[config.mk]
export PLATFORM = sky130hd
export DESIGN_NAME = urx_receiver
export DESIGN_NICKNAME = d
export VERILOG_FILES = /design/src/urx_pkg.sv /design/src/urx_baud.sv /design/src/urx_fifo.sv /design/src/urx_receiver.sv
export SDC_FILE = /design/constraint.sdc
export NUM_CORES = 1
export LEC_CHECK = 0
export ABC_AREA = 1
export BUFFER_PORTS_ARGS = -buffer_cell sky130_fd_sc_hd__buf_2
export CAP_MARGIN = 25
export CORE_UTILIZATION = 45
export CTS_CLUSTER_SIZE = 25
export DETAILED_ROUTE_END_ITERATION = 12
export PLACE_DENSITY = 0.72
export REMOVE_ABC_BUFFERS = 1
export SLEW_MARGIN = 25
export SYNTH_ARGS = -nofsm -noshare
export SYNTH_HDL_FRONTEND = slang
export SYNTH_HIERARCHICAL = 1
export SYNTH_SLANG_ARGS = --single-unit
export TNS_END_PERCENT = 1
[constraint.sdc]
create_clock -name ref_clk -period 5.1 [get_ports ref_clk]
set_input_delay 1.02 -clock ref_clk [delete_from_list [all_inputs] [get_ports ref_clk]]
set_output_delay 1.02 -clock ref_clk [all_outputs]
set_load 0.02 [all_outputs]
[src/urx_pkg.sv]
// Shared constants and types of the asynchronous serial receiver
`default_nettype none

package urx_pkg;

   // ************************************************************
   // Register bus
   // ************************************************************
   localparam int URX_AW = 8;
   localparam int URX_DW = 8;
   localparam logic [7:0] URX_OFS_INT_FLAGS = 8'h0C;
   localparam logic [7:0] URX_OFS_INT_CLEAR = 8'h0D;
   localparam logic [7:0] URX_OFS_INT_ENABLES = 8'h8C;
   localparam logic [7:0] URX_OFS_STATUS_CTRL = 8'h10;
   localparam logic [7:0] URX_OFS_DATA_BUF = 8'h11;
   localparam logic [7:0] URX_OFS_BAUD_CTRL = 8'h12;
   localparam logic [7:0] URX_OFS_BAUD_DIV = 8'h13;

   // ************************************************************
   // Reset values
   // ************************************************************
   localparam logic [7:0] URX_RST_INT_FLAGS = 8'h00;
   localparam logic [7:0] URX_RST_INT_ENABLES = 8'h00;
   localparam logic [7:0] URX_RST_BAUD_DIV = 8'h00;
   localparam logic URX_RST_RX_CONTINUOUS_ENABLE = 1'b0;
   localparam logic URX_RST_RX9EN = 1'b0;
   localparam logic URX_RST_HS = 1'b0;

   // ************************************************************
   // Field positions
   // ************************************************************
   localparam int URX_FLG_READY_BIT = 5;
   localparam int URX_FLG_FRAMING_ERROR_BIT = 2;
   localparam int URX_FLG_OVR_BIT = 1;
   localparam int URX_STC_RX9EN_BIT = 6;
   localparam int URX_STC_RX_CONTINUOUS_ENABLE_BIT = 4;
   localparam int URX_STC_FRAMING_ERROR_BIT = 2;
   localparam int URX_STC_OVERRUN_ERROR_BIT = 1;
   localparam int URX_STC_RX_NINTH_BIT_BIT = 0;
   localparam int URX_BCTL_HS_BIT = 2;
   localparam int URX_ENT_W = 10;
   localparam int URX_ENT_FRAMING_ERROR_BIT = 9;
   localparam int URX_ENT_NINTH_BIT = 8;

   // ************************************************************
   // Timing counts
   // ************************************************************
   localparam int URX_OVERSAMPLE = 16;
   localparam int URX_LOW_SPEED_FACTOR = 64;
   localparam int URX_HIGH_SPEED_FACTOR = 16;
   localparam logic [3:0] URX_MID_TICK = 4'(URX_OVERSAMPLE / 2 - 1);
   localparam logic [3:0] URX_LAST_TICK = 4'(URX_OVERSAMPLE - 1);
   localparam logic [3:0] URX_LAST_BIT8 = 4'h7;
   localparam logic [3:0] URX_LAST_BIT9 = 4'h8;
   localparam int URX_FIFO_DEPTH = 2;

   typedef enum logic [1:0] {URX_IDLE, URX_START, URX_DATA, URX_STOP} urx_state_e;

endpackage

`default_nettype wire

[src/urx_baud.sv]
// Oversampling tick generator for the receiver
`default_nettype none

module urx_baud
   import urx_pkg::*;
(
   // Clock and reset
   input wire logic ref_clk,
   input wire logic rst_b,
   input wire logic ce,
   // Setup
   input wire logic run,
   input wire logic high_speed_baud_select,
   input wire logic [7:0] baud_divisor,
   // Tick at sixteen times the bit rate
   output logic tick16
);

   typedef struct packed {
      logic [9:0] cnt;
      logic tick;
   } urx_baud_s;

   urx_baud_s q;
   urx_baud_s d;
   logic [9:0] reload;

   // Low speed: 64*(n+1) clocks per bit is 4*(n+1) per tick; high speed: n+1 per tick
   always_comb begin
      reload = high_speed_baud_select ? {2'h0, baud_divisor} : {baud_divisor, 2'h3};
      d = q;
      d.tick = 1'b0;
      if (!run) begin
         d.cnt = reload;
      end else if (q.cnt == 10'h000) begin
         d.cnt = reload;
         d.tick = 1'b1;
      end else begin
         d.cnt = q.cnt - 10'h001;
      end
   end

   always_ff @(posedge ref_clk or negedge rst_b) begin
      if (!rst_b) begin
         q <= '0;
      end else if (ce) begin
         q <= d;
      end
   end

   assign tick16 = q.tick;

endmodule // urx_baud

`default_nettype wire

[src/urx_fifo.sv]
// First-in first-out store for received words with their status bits
`default_nettype none

module urx_fifo
   import urx_pkg::*;
#(
   parameter int WIDTH = URX_ENT_W,
   parameter int DEPTH = URX_FIFO_DEPTH
)
(
   // Clock and reset
   input wire logic ref_clk,
   input wire logic rst_b,
   input wire logic ce,
   // Fill side
   input wire logic push,
   input wire logic [WIDTH-1:0] din,
   output logic full,
   // Drain side
   input wire logic pop,
   output logic [WIDTH-1:0] dout,
   output logic empty
);

   localparam int PW = (DEPTH > 1) ? $clog2(DEPTH) : 1;
   localparam int CW = $clog2(DEPTH + 1);

   typedef struct packed {
      logic [DEPTH-1:0][WIDTH-1:0] mem;
      logic [PW-1:0] wptr;
      logic [PW-1:0] rptr;
      logic [CW-1:0] count;
   } urx_fifo_s;

   urx_fifo_s q;
   urx_fifo_s d;
   logic do_push;
   logic do_pop;

   function automatic logic [PW-1:0] bump(input logic [PW-1:0] p);
      bump = (p == PW'(DEPTH - 1)) ? '0 : p + PW'(1);
   endfunction

   always_comb begin
      d = q;
      do_pop = pop && (q.count != '0);
      do_push = push && (q.count != CW'(DEPTH));
      if (do_push) begin
         d.mem[q.wptr] = din;
         d.wptr = bump(q.wptr);
      end
      if (do_pop) begin
         d.rptr = bump(q.rptr);
      end
      if (do_push && !do_pop) begin
         d.count = q.count + CW'(1);
      end else if (do_pop && !do_push) begin
         d.count = q.count - CW'(1);
      end
   end

   always_ff @(posedge ref_clk or negedge rst_b) begin
      if (!rst_b) begin
         q <= '0;
      end else if (ce) begin
         q <= d;
      end
   end

   assign full = (q.count == CW'(DEPTH));
   assign empty = (q.count == '0);
   assign dout = q.mem[q.rptr];

endmodule // urx_fifo

`default_nettype wire

[src/urx_receiver.sv]
// Asynchronous serial receiver with two-word receive buffer and status
// Notes on behaviour
// The line is examined at sixteen ticks per bit while the word shifter moves once per bit.
// Frames are taken only while the continuous receive enable bit is set.
// After the stop bit is sampled the assembled word goes to the receive buffer if it has room.
// A word arriving in the buffer raises the receive-ready flag at bit 5 of the flag register.
// The interrupt follows the ready flag only while enable bit 5 is set; the flag sets regardless.
// The ready flag cannot be written and drops once reads have emptied the buffer.
// The buffer holds two words in order while a third may still be shifting in.
// A stop bit found with the buffer full sets the overrun bit and drops the shifted word.
// Software clears overrun by clearing and then setting the continuous receive enable bit.
// While overrun is set no word moves from the shifter to the buffer.
// A stop bit sampled low marks the word with a framing error.
// Framing error and ninth bit travel with each word and change when the data is read.
// Software reads the status register before the data buffer to keep that word's status.
// In low-speed mode the bit rate is the clock over 64 times the divisor plus one.
// In high-speed mode the bit rate is the clock over 16 times the divisor plus one.
// A frame is a low start bit, eight or nine data bits LSB first and a high stop bit.
// Clearing the enable drops any partial frame and the next start bit begins afresh.
//
// Chosen here: the plain strobed port.
`default_nettype none

module urx_receiver
   import urx_pkg::*;
(
   // Clock, reset and enable
   input wire logic ref_clk,
   input wire logic rst_b,
   input wire logic ce,
   // Serial line
   input wire logic serial_in_pin,
   // Register port
   input wire logic [URX_AW-1:0] addr,
   input wire logic [URX_DW-1:0] wr_data,
   input wire logic wr_en,
   input wire logic rd_en,
   output logic [URX_DW-1:0] rd_data,
   // Interrupt
   output logic irq
);

   // ************************************************************
   // State
   // ************************************************************
   typedef struct packed {
      logic [2:0] sync;
      logic rx;
      urx_state_e st;
      logic [3:0] tick;
      logic [3:0] nbit;
      logic [8:0] shift;
      logic rx_continuous_enable;
      logic rx9en;
      logic hs;
      logic [7:0] div;
      logic overrun_error;
      logic [7:0] evt;
      logic [7:0] ien;
      logic [7:0] rdat;
      logic irq;
   } urx_core_s;

   urx_core_s q;
   urx_core_s d;

   logic tick16;
   logic push;
   logic pop;
   logic fifo_full;
   logic fifo_empty;
   logic [URX_ENT_W-1:0] ent_in;
   logic [URX_ENT_W-1:0] ent_out;
   logic [7:0] flags_v;
   logic [7:0] status_v;
   logic [7:0] bctl_v;
   logic [3:0] last_bit;

   // ************************************************************
   // Bit-rate ticks
   // ************************************************************
   // Restarting the divider with the enable keeps tick phase repeatable
   urx_baud u_baud (
      .ref_clk(ref_clk),
      .rst_b(rst_b),
      .ce(ce),
      .run(q.rx_continuous_enable),
      .high_speed_baud_select(q.hs),
      .baud_divisor(q.div),
      .tick16(tick16)
   );

   // ************************************************************
   // Receive buffer
   // ************************************************************
   urx_fifo #(
      .WIDTH(URX_ENT_W),
      .DEPTH(URX_FIFO_DEPTH)
   ) u_fifo (
      .ref_clk(ref_clk),
      .rst_b(rst_b),
      .ce(ce),
      .push(push),
      .din(ent_in),
      .full(fifo_full),
      .pop(pop),
      .dout(ent_out),
      .empty(fifo_empty)
   );

   // ************************************************************
   // Read views
   // ************************************************************
   always_comb begin
      flags_v = q.evt;
      flags_v[URX_FLG_READY_BIT] = !fifo_empty;
      status_v = 8'h00;
      status_v[URX_STC_RX9EN_BIT] = q.rx9en;
      status_v[URX_STC_RX_CONTINUOUS_ENABLE_BIT] = q.rx_continuous_enable;
      status_v[URX_STC_OVERRUN_ERROR_BIT] = q.overrun_error;
      // Status of the word at the head of the buffer
      status_v[URX_STC_FRAMING_ERROR_BIT] = !fifo_empty && ent_out[URX_ENT_FRAMING_ERROR_BIT];
      status_v[URX_STC_RX_NINTH_BIT_BIT] = !fifo_empty && ent_out[URX_ENT_NINTH_BIT];
      bctl_v = 8'h00;
      bctl_v[URX_BCTL_HS_BIT] = q.hs;
      last_bit = q.rx9en ? URX_LAST_BIT9 : URX_LAST_BIT8;
   end

   // ************************************************************
   // Next state
   // ************************************************************
   always_comb begin
      d = q;
      push = 1'b0;
      pop = 1'b0;
      ent_in = '0;

      // Three-stage line synchroniser; a change counts once stages two and three agree
      d.sync = {q.sync[1:0], serial_in_pin};
      if (q.sync[1] == q.sync[2]) begin
         d.rx = q.sync[2];
      end

      // Register writes
      if (wr_en) begin
         if (addr == URX_OFS_INT_CLEAR) begin
            d.evt = q.evt & ~wr_data;
         end else if (addr == URX_OFS_INT_ENABLES) begin
            d.ien = wr_data;
         end else if (addr == URX_OFS_STATUS_CTRL) begin
            d.rx9en = wr_data[URX_STC_RX9EN_BIT];
            d.rx_continuous_enable = wr_data[URX_STC_RX_CONTINUOUS_ENABLE_BIT];
         end else if (addr == URX_OFS_BAUD_CTRL) begin
            d.hs = wr_data[URX_BCTL_HS_BIT];
         end else if (addr == URX_OFS_BAUD_DIV) begin
            d.div = wr_data;
         end
      end

      // Register reads; data stands one cycle after the strobe
      d.rdat = 8'h00;
      if (rd_en) begin
         if (addr == URX_OFS_INT_FLAGS) begin
            d.rdat = flags_v;
         end else if (addr == URX_OFS_INT_ENABLES) begin
            d.rdat = q.ien;
         end else if (addr == URX_OFS_STATUS_CTRL) begin
            d.rdat = status_v;
         end else if (addr == URX_OFS_DATA_BUF) begin
            d.rdat = fifo_empty ? 8'h00 : ent_out[7:0];
            pop = !fifo_empty;
         end else if (addr == URX_OFS_BAUD_CTRL) begin
            d.rdat = bctl_v;
         end else if (addr == URX_OFS_BAUD_DIV) begin
            d.rdat = q.div;
         end
      end

      // Receive engine
      if (!q.rx_continuous_enable) begin
         // Disabled: drop any partial frame and the overrun condition
         d.st = URX_IDLE;
         d.tick = 4'h0;
         d.overrun_error = 1'b0;
      end else if (tick16) begin
         case (q.st)
            URX_IDLE: begin
               d.tick = 4'h0;
               if (!q.rx) begin
                  d.st = URX_START;
               end
            end
            URX_START: begin
               d.tick = q.tick + 4'h1;
               if (q.tick == URX_MID_TICK) begin
                  d.tick = 4'h0;
                  d.nbit = 4'h0;
                  // A start bit that is gone by mid-bit was a glitch
                  d.st = q.rx ? URX_IDLE : URX_DATA;
               end
            end
            URX_DATA: begin
               d.tick = q.tick + 4'h1;
               if (q.tick == URX_LAST_TICK) begin
                  d.tick = 4'h0;
                  d.nbit = q.nbit + 4'h1;
                  // LSB first; eight-bit frames keep the ninth position clear
                  if (q.rx9en) begin
                     d.shift = {q.rx, q.shift[8:1]};
                  end else begin
                     d.shift = {1'b0, q.rx, q.shift[7:1]};
                  end
                  if (q.nbit == last_bit) begin
                     d.st = URX_STOP;
                  end
               end
            end
            URX_STOP: begin
               d.tick = q.tick + 4'h1;
               if (q.tick == URX_LAST_TICK) begin
                  d.tick = 4'h0;
                  // Back to idle at mid stop so a quick next start bit is not missed
                  d.st = URX_IDLE;
                  if (q.overrun_error) begin
                     push = 1'b0;
                  end else if (fifo_full) begin
                     d.overrun_error = 1'b1;
                     d.evt[URX_FLG_OVR_BIT] = 1'b1;
                  end else begin
                     push = 1'b1;
                     ent_in = {!q.rx, q.shift};
                     if (!q.rx) begin
                        d.evt[URX_FLG_FRAMING_ERROR_BIT] = 1'b1;
                     end
                  end
               end
            end
            default: begin
               d.st = URX_IDLE;
            end
         endcase
      end

      // Ready bit is a level of the buffer, never held as a sticky bit
      d.evt[URX_FLG_READY_BIT] = 1'b0;
      d.irq = |(flags_v & q.ien);
   end

   // ************************************************************
   // State register
   // ************************************************************
   always_ff @(posedge ref_clk or negedge rst_b) begin
      if (!rst_b) begin
         q <= '0;
         q.sync <= 3'h7;
         q.rx <= 1'b1;
         q.st <= URX_IDLE;
         q.rx_continuous_enable <= URX_RST_RX_CONTINUOUS_ENABLE;
         q.rx9en <= URX_RST_RX9EN;
         q.hs <= URX_RST_HS;
         q.div <= URX_RST_BAUD_DIV;
         q.evt <= URX_RST_INT_FLAGS;
         q.ien <= URX_RST_INT_ENABLES;
      end else if (ce) begin
         q <= d;
      end
   end

   assign rd_data = q.rdat;
   assign irq = q.irq;

endmodule // urx_receiver

`default_nettype wire

==> impl_results.md, run 1 <==
* Residual DRC count at 0
* Die Wd at 112 µm
* Register area share after synthesis at 0.434
* Pleak at just over 0.003 µW
* Warnings from Yosys at 6
* Final antenna-violating net count at 0
* Core Box Area at roughly 12000 µm²
* Layout Nets at 740
* Mapped Cells at 700
* Met3 Routed Length at between 600 and 700 µm
* Async SR Flop Fraction at 1.00
* Predominant post-synthesis flop cell: dfrtp_1
* Total GRT Usage at 0.218
* Final setup vio count at 0
* Worst-Margin Slew at between 0.6 and 0.7 ns
* Routed vias/inst at approximately 5.4
* Antenna cells at 0
* Power Density at around 260 nW/µm²
* Arr. time, crit path at ~3.4 ns
* Dpl hpwl at 9300 µm
* Max layer used: met4
* Met2 Wirelength at just over 6000 µm
* MaxCap Viol Count at 0
* First-pass GRT wire length at 21400 µm
* Post-CTS setup buffers at 0
* Top cell type's share of synthesized area at 0.414
* # fillers at roughly 1100
* Via count at roughly 4600
* Max FO, Critical Path at 22
* Share of cells above drive strength 1 at 0.161
* Multiplexer share of the synthesized area at 0.00184
* CP required at between 5 and 6 ns
* Area contributors post-synth: dfrtp_1 (41%), nand2_1 (15%), inv_1 (5.5%), nand4_1 (3.6%), nor2_1 (3.0%)
* Simple-gate share of the synthesized area at 0.322
* Clk root buf: clkbuf_16
* CTS sink count at between 90 and 100
* Drt total wl at 12900 µm
* Starting DRT DRC Count at 361
* CP Class: flop to flop
* Min cycle time layout at ~3.1 ns
* Largest net degree at the start of global routing at 54
* Type of the worst min-delay path: flop to flop
* VDD IR max at 0.000189 V
* Synth Area in Adders at 0.00921
* CP endpoint kind: flop
* Maximum clock frequency at around 0.32 GHz
* Synth unique cells at 44
* Metal-1 WL at ~5800 µm
* TritonRoute pass-1 iters at 5
* Die area at ~13000 µm²
* Area occupied by multi-input gates at between 2000 and 3000 µm²
* Die Ht at 112 µm
* FP Rows at 39
* Slew margin rel. at 0.535
* Largest family of logic cells by synthesized area: simple AND/OR/NAND/NOR gates
* CTS tree: done
* Synth Register Bits at 94
* GP Congestion at 0.903
* Starting Density at 0.468
* Clock Path Buffers at 2
* Most common cell after layout, fill and taps aside: nand2_1
* IO Count at 31
* Reg area at between 2000 and 2500 µm²
* Status: complete, no violations
* Cell accounting for the most synthesized area: dfrtp_1
* Area Overhead vs Synth at 7.18%
* Xor-xnor portion of the synthesized cell area at 0.00645
* Post-Syn Area at between 5000 and 6000 µm²
* H-tree levels at 3
* Hold Vio Cnt, Final at 0
* Synth Area in Compound Gates at 0.122
* CTS Buf Count at 9
* Clk slew on worst S/H paths at approximately 0.06 ns
* Port bufs at 30
* # resized after CTS at 0
* Vias in the first global route at around 4400
* Post-synth EDFFs at 0
* Synth Area per Inst at between 7 and 8 µm²
* Skew final at between 0.003 and 0.004 ns
* Startpoint types: flop
* RSZ-0062 raised after global routing: no
* Routed wire per std cell at between 10 and 15 µm
* Slew Limit Fails at 0
* Overflow after GRT at 0
* Hold-fix buffers, CTS at 0
* Initial antenna violation count at 0
* Commonest non-fill, non-tap cells in the layout: nand2_1 (224), dfrtp_1 (90), inv_1 (79), nor2_1 (43), nand3_1 (32)
* Period Utilization, post-route at 0.613
* Worst-Skew Late Latency at about 0.35 ns
* Setup tns final at 0 ns
* Core Util, Final at 0.502
-- final cells by class --
type / count / share of cell area
Clock buffer: 14 / 0.0453
Tap cell: 143 / 0.0307
Multi-Input combinational cell: 488 / 0.430
Timing Repair Buffer: 32 / 0.0288
Inverter: 89 / 0.0576
Clock inverter: 2 / 0.00279
Sequential cell: 94 / 0.405
-- stage by stage --
step | hold slack [ns] | setup slack [ns] | instances | area (µm²) | total power [µW]
2_1_floorplan | 0.449 | 2.57 | 671 | 5200 | 859
3_3_place_gp | 0.457 | 2.21 | 846 | 5550 | 908
3_5_place_dp | 0.462 | 2.06 | 846 | 5550 | 913
4_1_cts | 0.483 | 2.04 | 862 | 5830 | 1560
5_1_grt | 0.496 | 1.61 | 862 | 5830 | 1600
6_report | 0.474 | 1.98 | 862 | 5830 | 1540
-- worst paths after layout --
| path | start | endpoint | slack [ns] | cells past startpoint |
|---|---|---|---|---|
| worst min-delay path | rd_data[7]$_DFFE_PN0P_ | rd_data[7]$_DFFE_PN0P_ | 0.47 | 2 |
| min in group asynchronous | rst_b | u_baud/q[5]$_DFFE_PN0P_ | 0.72 | 1 |
| worst min register to register | rd_data[7]$_DFFE_PN0P_ | rd_data[7]$_DFFE_PN0P_ | 0.47 | 2 |
| worst max-delay path | q[36]$_DFFE_PN0P_ | u_fifo/q[1]$_DFFE_PN0P_ | 1.98 | 11 |
| max in group asynchronous | rst_b | q[59]$_DFFE_PN1P_ | 3.35 | 2 |
| worst max register to register | q[36]$_DFFE_PN0P_ | u_fifo/q[1]$_DFFE_PN0P_ | 1.98 | 11 |
-- report_power, final --
group / switching [µW] / leakage (µW) / internal, µW / total, µW
logic: 84.2 / 0.00163 / 35.9 / 120
registers: 16.7 / 0.00126 / 763 / 779
clock network: 283 / 0.000133 / 359 / 642
-- layer usage --
| layer | track usage | vias to the layer above |
|---|---|---|
| li1 | - | 2280 |
| met1 | 0.299 | 2192 |
| met2 | 0.342 | 126 |
| met3 | 0.0419 | 24 |
| met4 | 0.0802 | 0 |
| met5 | 0 | - |
-- kinds of logic after synthesis --
kind of cell               after synthesis
muxes                                    1
adders and majority gates                4
AOI/OAI and AO/OA                      103
and+or+nand+nor                        376
DFF                                     94
xor gates and xnor gates                 4
buffers and inverters                  118
-- flip-flops by register name, indices dropped and copies added (netlist names) --
signal / count
rd_data: 8
u_baud/tick16: 1
d: 2
u_baud/q: 10
q: 40
flags_v: 7
u_fifo/q: 24
irq: 1
bctl_v: 1
-- worst max-delay path, stage by stage, from the launching register on --
cell and delay [ns]:
dfrtp_1 0.78, nand2_2 0.17, inv_1 0.14, nand4_1 0.36
inv_1 0.24, inv_1 0.09, a21oi_4 0.43, ha_1 0.33
nor2_1 0.22, nand3_1 0.12, nand2_1 0.08, nand2_1 0.06
-- synthesized netlist by cell type, types with 3 or more instances --
library cell	number
nor2_1	43
dfrtp_1	90
buf_6	8
xor2_1	4
o21ai_0	24
nand2_1	224
buf_4	9
nor2_4	8
nand3_2	3
nand3_1	32
nor2_2	6
o21ai_1	15
a31oi_1	3
o31ai_1	4
nand2_4	5
o211ai_1	4
clkbuf_1	5
nor3_1	6
a21oi_1	24
dfstp_2	4
nand4_1	31
inv_1	79
inv_2	9
nand2_2	12
ha_1	4
o21ai_2	17
buf_2	5
o22ai_1	3
(Power assumes the default switching activity.)
==> run 2, diff against run 1 <==
- PLACE_DENSITY: 0.72 -> 0.74
- clock period: 5.1 -> 2.8 ns (I/O delays scaled with it)
==> run 2 against run 1 <==
Effect of this change: the run now ends with DRC left; cell count grew 0.70%; via count grew 1.3%; global-route usage grew 0.15 points; clock skew grew 0.0025 ns; hold slack lost 0.26 ns; die area is the same; first-iteration DRC count grew 7.5%; power grew 90%; clock power grew 99%; design area grew 1.5%.
==> impl_results.md, run 2 (synthesis results as in run 1) <==
* Status: finished with violations
* Failing checks: DRC
* # resized after CTS at 0
* Initial antenna violation count at 0
* RSZ-0062 raised after global routing: no
* Max FO, Critical Path at 11
* CTS tree: done
* Type of the worst min-delay path: input pin to async pin
* Arr. time, crit path at approximately 2.4 ns
* VDD IR max at about 0.00048 V
* Share of cells above drive strength 1 at 0.167
* Slew Limit Fails at 0
* Final setup vio count at 0
* Period Utilization, post-route at 0.787
* Antenna cells at 0
* Die Ht at around 110 µm
* Clk root buf: clkbuf_16
* Final antenna-violating net count at 0
* Post-CTS setup buffers at 0
* CP endpoint kind: flop
* Total GRT Usage at 0.219
* Top Registers: q (40), u_fifo/q (24), u_baud/q (10)
* Starting DRT DRC Count at just under 400
* Reg area at ~2400 µm²
* Residual DRC count at 2
* Commonest non-fill, non-tap cells in the layout: nand2_1 (224), dfrtp_1 (90), inv_1 (79), nor2_1 (43), nand3_1 (32)
* Area Overhead vs Synth at 8.77%
* Hold-fix buffers, CTS at 0
* Skew final at ~0.0064 ns
* H-tree levels at 3
* Core Util, Final at 0.509
* Dpl hpwl at 9340 µm
* MaxCap Viol Count at 0
* Maximum clock frequency at ~0.45 GHz
* Global Route met1 Usage at 0.302
* CP Class: flop to flop
* Hold Vio Cnt, Final at 0
* Core Box Area at between 10000 and 15000 µm²
* Busiest grt layer: met2
* Drt total wl at 12800 µm
* GP Congestion at ~0.88
* Pleak at about 0.003 µW
* Setup tns final at 0 ns
* Clk slew on worst S/H paths at 0.06 ns
* Clock Path Buffers at 2
* Slew margin rel. at 0.613
* Most common cell after layout, fill and taps aside: nand2_1
* Worst-Margin Slew at 0.580 ns
* Startpoint types: flop
* Power Density at roughly 500 nW/µm²
* Min cycle time layout at 2.20 ns
* Overflow after GRT at 0
* Routed wire per std cell at 14.8 µm
* Die area at about 13000 µm²
* FP Rows at 39
* Routed vias/inst at roughly 5.4
* First-pass GRT wire length at ~22000 µm
* IO Count at 31
* Die Wd at 112 µm
* Overall power at ~3000 µW
* CTS sink count at 94
* GR Util met2 at 0.350
* TritonRoute pass-1 iters at 9
* Max FFs per register at 40
* Largest net degree at the start of global routing at 43
* # fillers at around 1100
* GR Layer Usage met3 at 0.0501
* CTS Buf Count at 9
* Starting Density at 0.468
* Top reg by flops: q
* Port bufs at 30
* Worst-Skew Late Latency at around 0.34 ns
* Area occupied by multi-input gates at ~2500 µm²
* Vias in the first global route at 4555
* CP required at 3.03 ns
* Layout Nets at approximately 750
* Via count at around 4700
[run 2: layer usage]
metal,vias to the layer above,part of all wire
met5,-,0
met1,2246,0.47
met2,131,0.47
met4,0,0.0098
li1,2294,-
met3,13,0.050
[run 2: through the flow]
step	setup slack, ns	cell area [µm²]	cells	hold slack [ns]
after floorplan	0.269	5200	671	0.264
after global placement	0.722	5600	852	0.458
after detailed placement	0.602	5600	852	0.460
after CTS	0.587	5910	868	0.229
after global routing	0.396	5910	868	0.245
final	0.598	5910	868	0.214
[run 2: worst paths after layout]
kind	to	slack, ns	start	depth (start not counted)
max	u_fifo/q[1]$_DFFE_PN0P_	0.60	q[50]$_DFFE_PN0P_	13
min	u_baud/q[3]$_DFFE_PN0P_	0.21	rst_b	1
max reg2reg	u_fifo/q[1]$_DFFE_PN0P_	0.60	q[50]$_DFFE_PN0P_	13
min reg2reg	rd_data[7]$_DFFE_PN0P_	0.47	rd_data[7]$_DFFE_PN0P_	2
max in group asynchronous	q[12]$_DFFE_PN0P_	1.91	rst_b	2
min in group ref_clk	flags_v[4]$_DFFE_PN0P_	0.40	wr_data[4]	2
[run 2: critical path, cell delays in order (launching register included)]
cell	delay, ns
dfrtp_1	0.39
ha_1	0.20
nand2_2	0.08
nor2_4	0.14
nand4_1	0.10
buf_4	0.19
inv_1	0.11
inv_1	0.08
a21oi_4	0.12
ha_1	0.24
nor2_1	0.21
nand3_1	0.10
nand2_1	0.07
nand2_1	0.06
[run 2: area by class of cell]
| class | instances | share of cell area |
|---|---|---|
| multi-input cells | 488 | 0.424 |
| repair buffers | 38 | 0.0381 |
| clock buffers | 13 | 0.0406 |
| clock inverters | 3 | 0.0116 |
| flip-flops and latches | 94 | 0.399 |
| inverters | 89 | 0.0567 |
| well taps | 143 | 0.0303 |
[run 2: power by group]
group	switching [µW]	total (µW)	internal, µW
Sequential	28.0	1420	1390
Combinational	157	227	69.8
Clock	499	1280	785
Total	684	2930	2240
==> run 3, diff against run 2 <==
- clock period: 2.8 -> 2 ns (I/O delays scaled with it)
==> run 3 against run 2 <==
Effect of this change: the run still ends with DRC left; critical path depth unchanged; largest cell class unchanged; global-route usage down 0.35 points; flip-flop and latch count unchanged; clock-buffer cell count fell by 1; register-to-register slack got worse by 0.47 ns; core utilization increased by 0.85 points; combinational power up 44%; hold slack worse by 0.21 ns; power grew 34%.
==> impl_results.md, run 3 (synthesis results as in run 1) <==
* Maximum clock frequency at ~0.53 GHz
* Fin area at 6010 µm²
* Worst reg-to-reg path cell count at 13
* Place WS at about 0.035 ns
* Total GRT Usage at 0.216
* Min cycle time layout at approximately 1.9 ns
* CP endpoint kind: flop
* Most common cell after layout, fill and taps aside: nand2_1
* Via count at 4788
* CTS tree: done
* Skew final at 0.00591 ns
* Clk root buf: clkbuf_16
* Worst R2R End: u_fifo/q[1]$_DFFE_PN0P_
* Failing checks: DRC
* Overall power at approximately 3900 µW
* Starting DRT DRC Count at 407
* Port bufs at 30
* Largest net degree at the start of global routing at 33
* Final setup vio count at 0
* Setup tns final at 0 ns
* CP max-delay cell: dfrtp_1
* CP required at between 2 and 2.5 ns
* Clock Path Buffers at 2
* Routed wire per std cell at 14.8 µm
* First-pass GRT wire length at about 21000 µm
* Status: finished with violations
* CTS sink count at 94
* Routed vias/inst at between 5 and 6
* Period Utilization, post-route at 0.937
* # fillers at roughly 1100
* Dpl hpwl at between 9000 and 10000 µm
* CP startpoint: u_fifo/q[0]$_DFFE_PN0P_
* MaxCap Viol Count at 0
* Pleak at 0.00313 µW
* R2R setup slack at 0.13 ns
* FP Rows at 39
* Vias in the first global route at 4496
* GP Congestion at roughly 0.92
* TritonRoute pass-1 iters at 9
* Type of the worst min-delay path: input pin to async pin
* Max FO, Critical Path at 4
* H-tree levels at 3
* CP cell instances: inv_2 > nand2_2 > inv_1 > nor2_1 > nand4_1 > inv_2 > inv_1 > a21oi_4 > ha_1 > nor2_4 > nand3_1 > nand2_1 > nand2_1
* GR Util met2 at 0.353
* VDD IR max at about 0.00045 V
* Slew margin rel. at 0.681
* Initial antenna violation count at 0
* Worst-Skew Late Latency at 0.34 ns
* Clk slew on worst S/H paths at approximately 0.07 ns
* IO Count at 31
* Startpoint types: flop
* Post-Place Cell Area at ~5700 µm²
* Share of cells above drive strength 1 at 0.191
* Die area at roughly 13000 µm²
* Commonest non-fill, non-tap cells in the layout: nand2_1 (224), dfrtp_1 (90), inv_1 (78), nor2_1 (41), nand3_1 (32)
* Power Density at around 650 nW/µm²
* Starting Density at 0.468
* Layout Nets at 760
* Final antenna-violating net count at 0
* GR Layer Usage met3 at 0.0425
* Hold Vio Cnt, Final at 0
* Max FFs per register at 40
* Residual DRC count at 2
* Worst-Margin Slew at between 0.4 and 0.5 ns
* Arr. time, crit path at around 2.1 ns
* Die Wd at 112 µm
* Area Overhead vs Synth at 10.6%
* Core Box Area at roughly 12000 µm²
* CP max stage delay at 0.37 ns
* CTS Buf Count at 9
* CP Class: flop to flop
* Global Route met1 Usage at 0.289
* Drt total wl at 13000 µm
* Top Registers: q (40), u_fifo/q (24), u_baud/q (10)
* Overflow after GRT at 0
* Antenna cells at 0
* Core Util, Final at 0.518
* Top reg by flops: q
* Busiest grt layer: met2
* Die Ht at around 110 µm
* Final WS setup at ~0.13 ns
* Reg-to-Reg Start: u_fifo/q[0]$_DFFE_PN0P_
* Slew Limit Fails at 0
run 3: cell types whose count changed in the layout (fill, tap and decap cells not counted), moves of 2 or more:
cell / previous run / this run
bufinv_16: 2 / 0
nor2_1: 43 / 41
buf_4: 8 / 21
clkbuf_1: 4 / 2
run 3: how the worst max path moves through the flow:
stage | endpoint | slack (ns) | cells past startpoint
2_1_floorplan | u_fifo/q[1]$_DFFE_PN0P_ | -0.53 | 11
5_1_grt | u_fifo/q[1]$_DFFE_PN0P_ | -0.01 | 13
4_1_cts | u_fifo/q[1]$_DFFE_PN0P_ | 0.03 | 13
3_5_place_dp | u_fifo/q[1]$_DFFE_PN0P_ | 0.03 | 12
3_3_place_gp | u_fifo/q[1]$_DFFE_PN0P_ | 0.11 | 12
6_report | u_fifo/q[1]$_DFFE_PN0P_ | 0.13 | 13
run 3: per-stage QoR:
step | std cells | hold slack (ns)
floorplan | 671 | 0.104
global placement | 861 | 0.377
detailed placement | 861 | 0.379
CTS | 877 | 0.0158
global route | 882 | 0.0344
finish | 882 | 0.00326
run 3: power by group:
group / internal, µW / leakage (µW) / switching [µW]
Sequential: 1940 / 0.00126 / 38.9
Clock: 885 / 0.000137 / 724
Combinational: 104 / 0.00174 / 224
run 3: critical path, delay by kind of cell (launching register included):
family / cells / cell delay (ns)
AO/OA/AOI/OAI: 1 / 0.13
adder cells (fa/ha/maj): 1 / 0.28
buffers and inverters: 4 / 0.29
flip-flops: 1 / 0.37
AND/OR/NAND/NOR: 7 / 0.70
run 3: area by class of cell:
cell class | instances | area, µm² | share of cell area
multi-input combinational | 488 | 2520 | 0.419
tap | 143 | 179 | 0.0298
timing repair buffer | 52 | 343 | 0.0570
sequential | 94 | 2360 | 0.392
clock inverter | 4 | 31.3 | 0.00520
inverter | 89 | 335 | 0.0558
clock buffer | 12 | 246 | 0.0410
run 3: repair_timing:
item,in CTS,in global routing
setup buffers,0,5
resized for setup,1,4
pin swaps,0,0
hold buffers,0,0
setup endpoints to repair,1,2
run 3: per-layer routing:
layer	wire [µm]	vias to the layer above	part of all wire
met5	0	-	0
met1	5860	2292	0.45
met4	230	0	0.018
met2	6150	160	0.47
li1	-	2315	-
met3	791	21	0.061
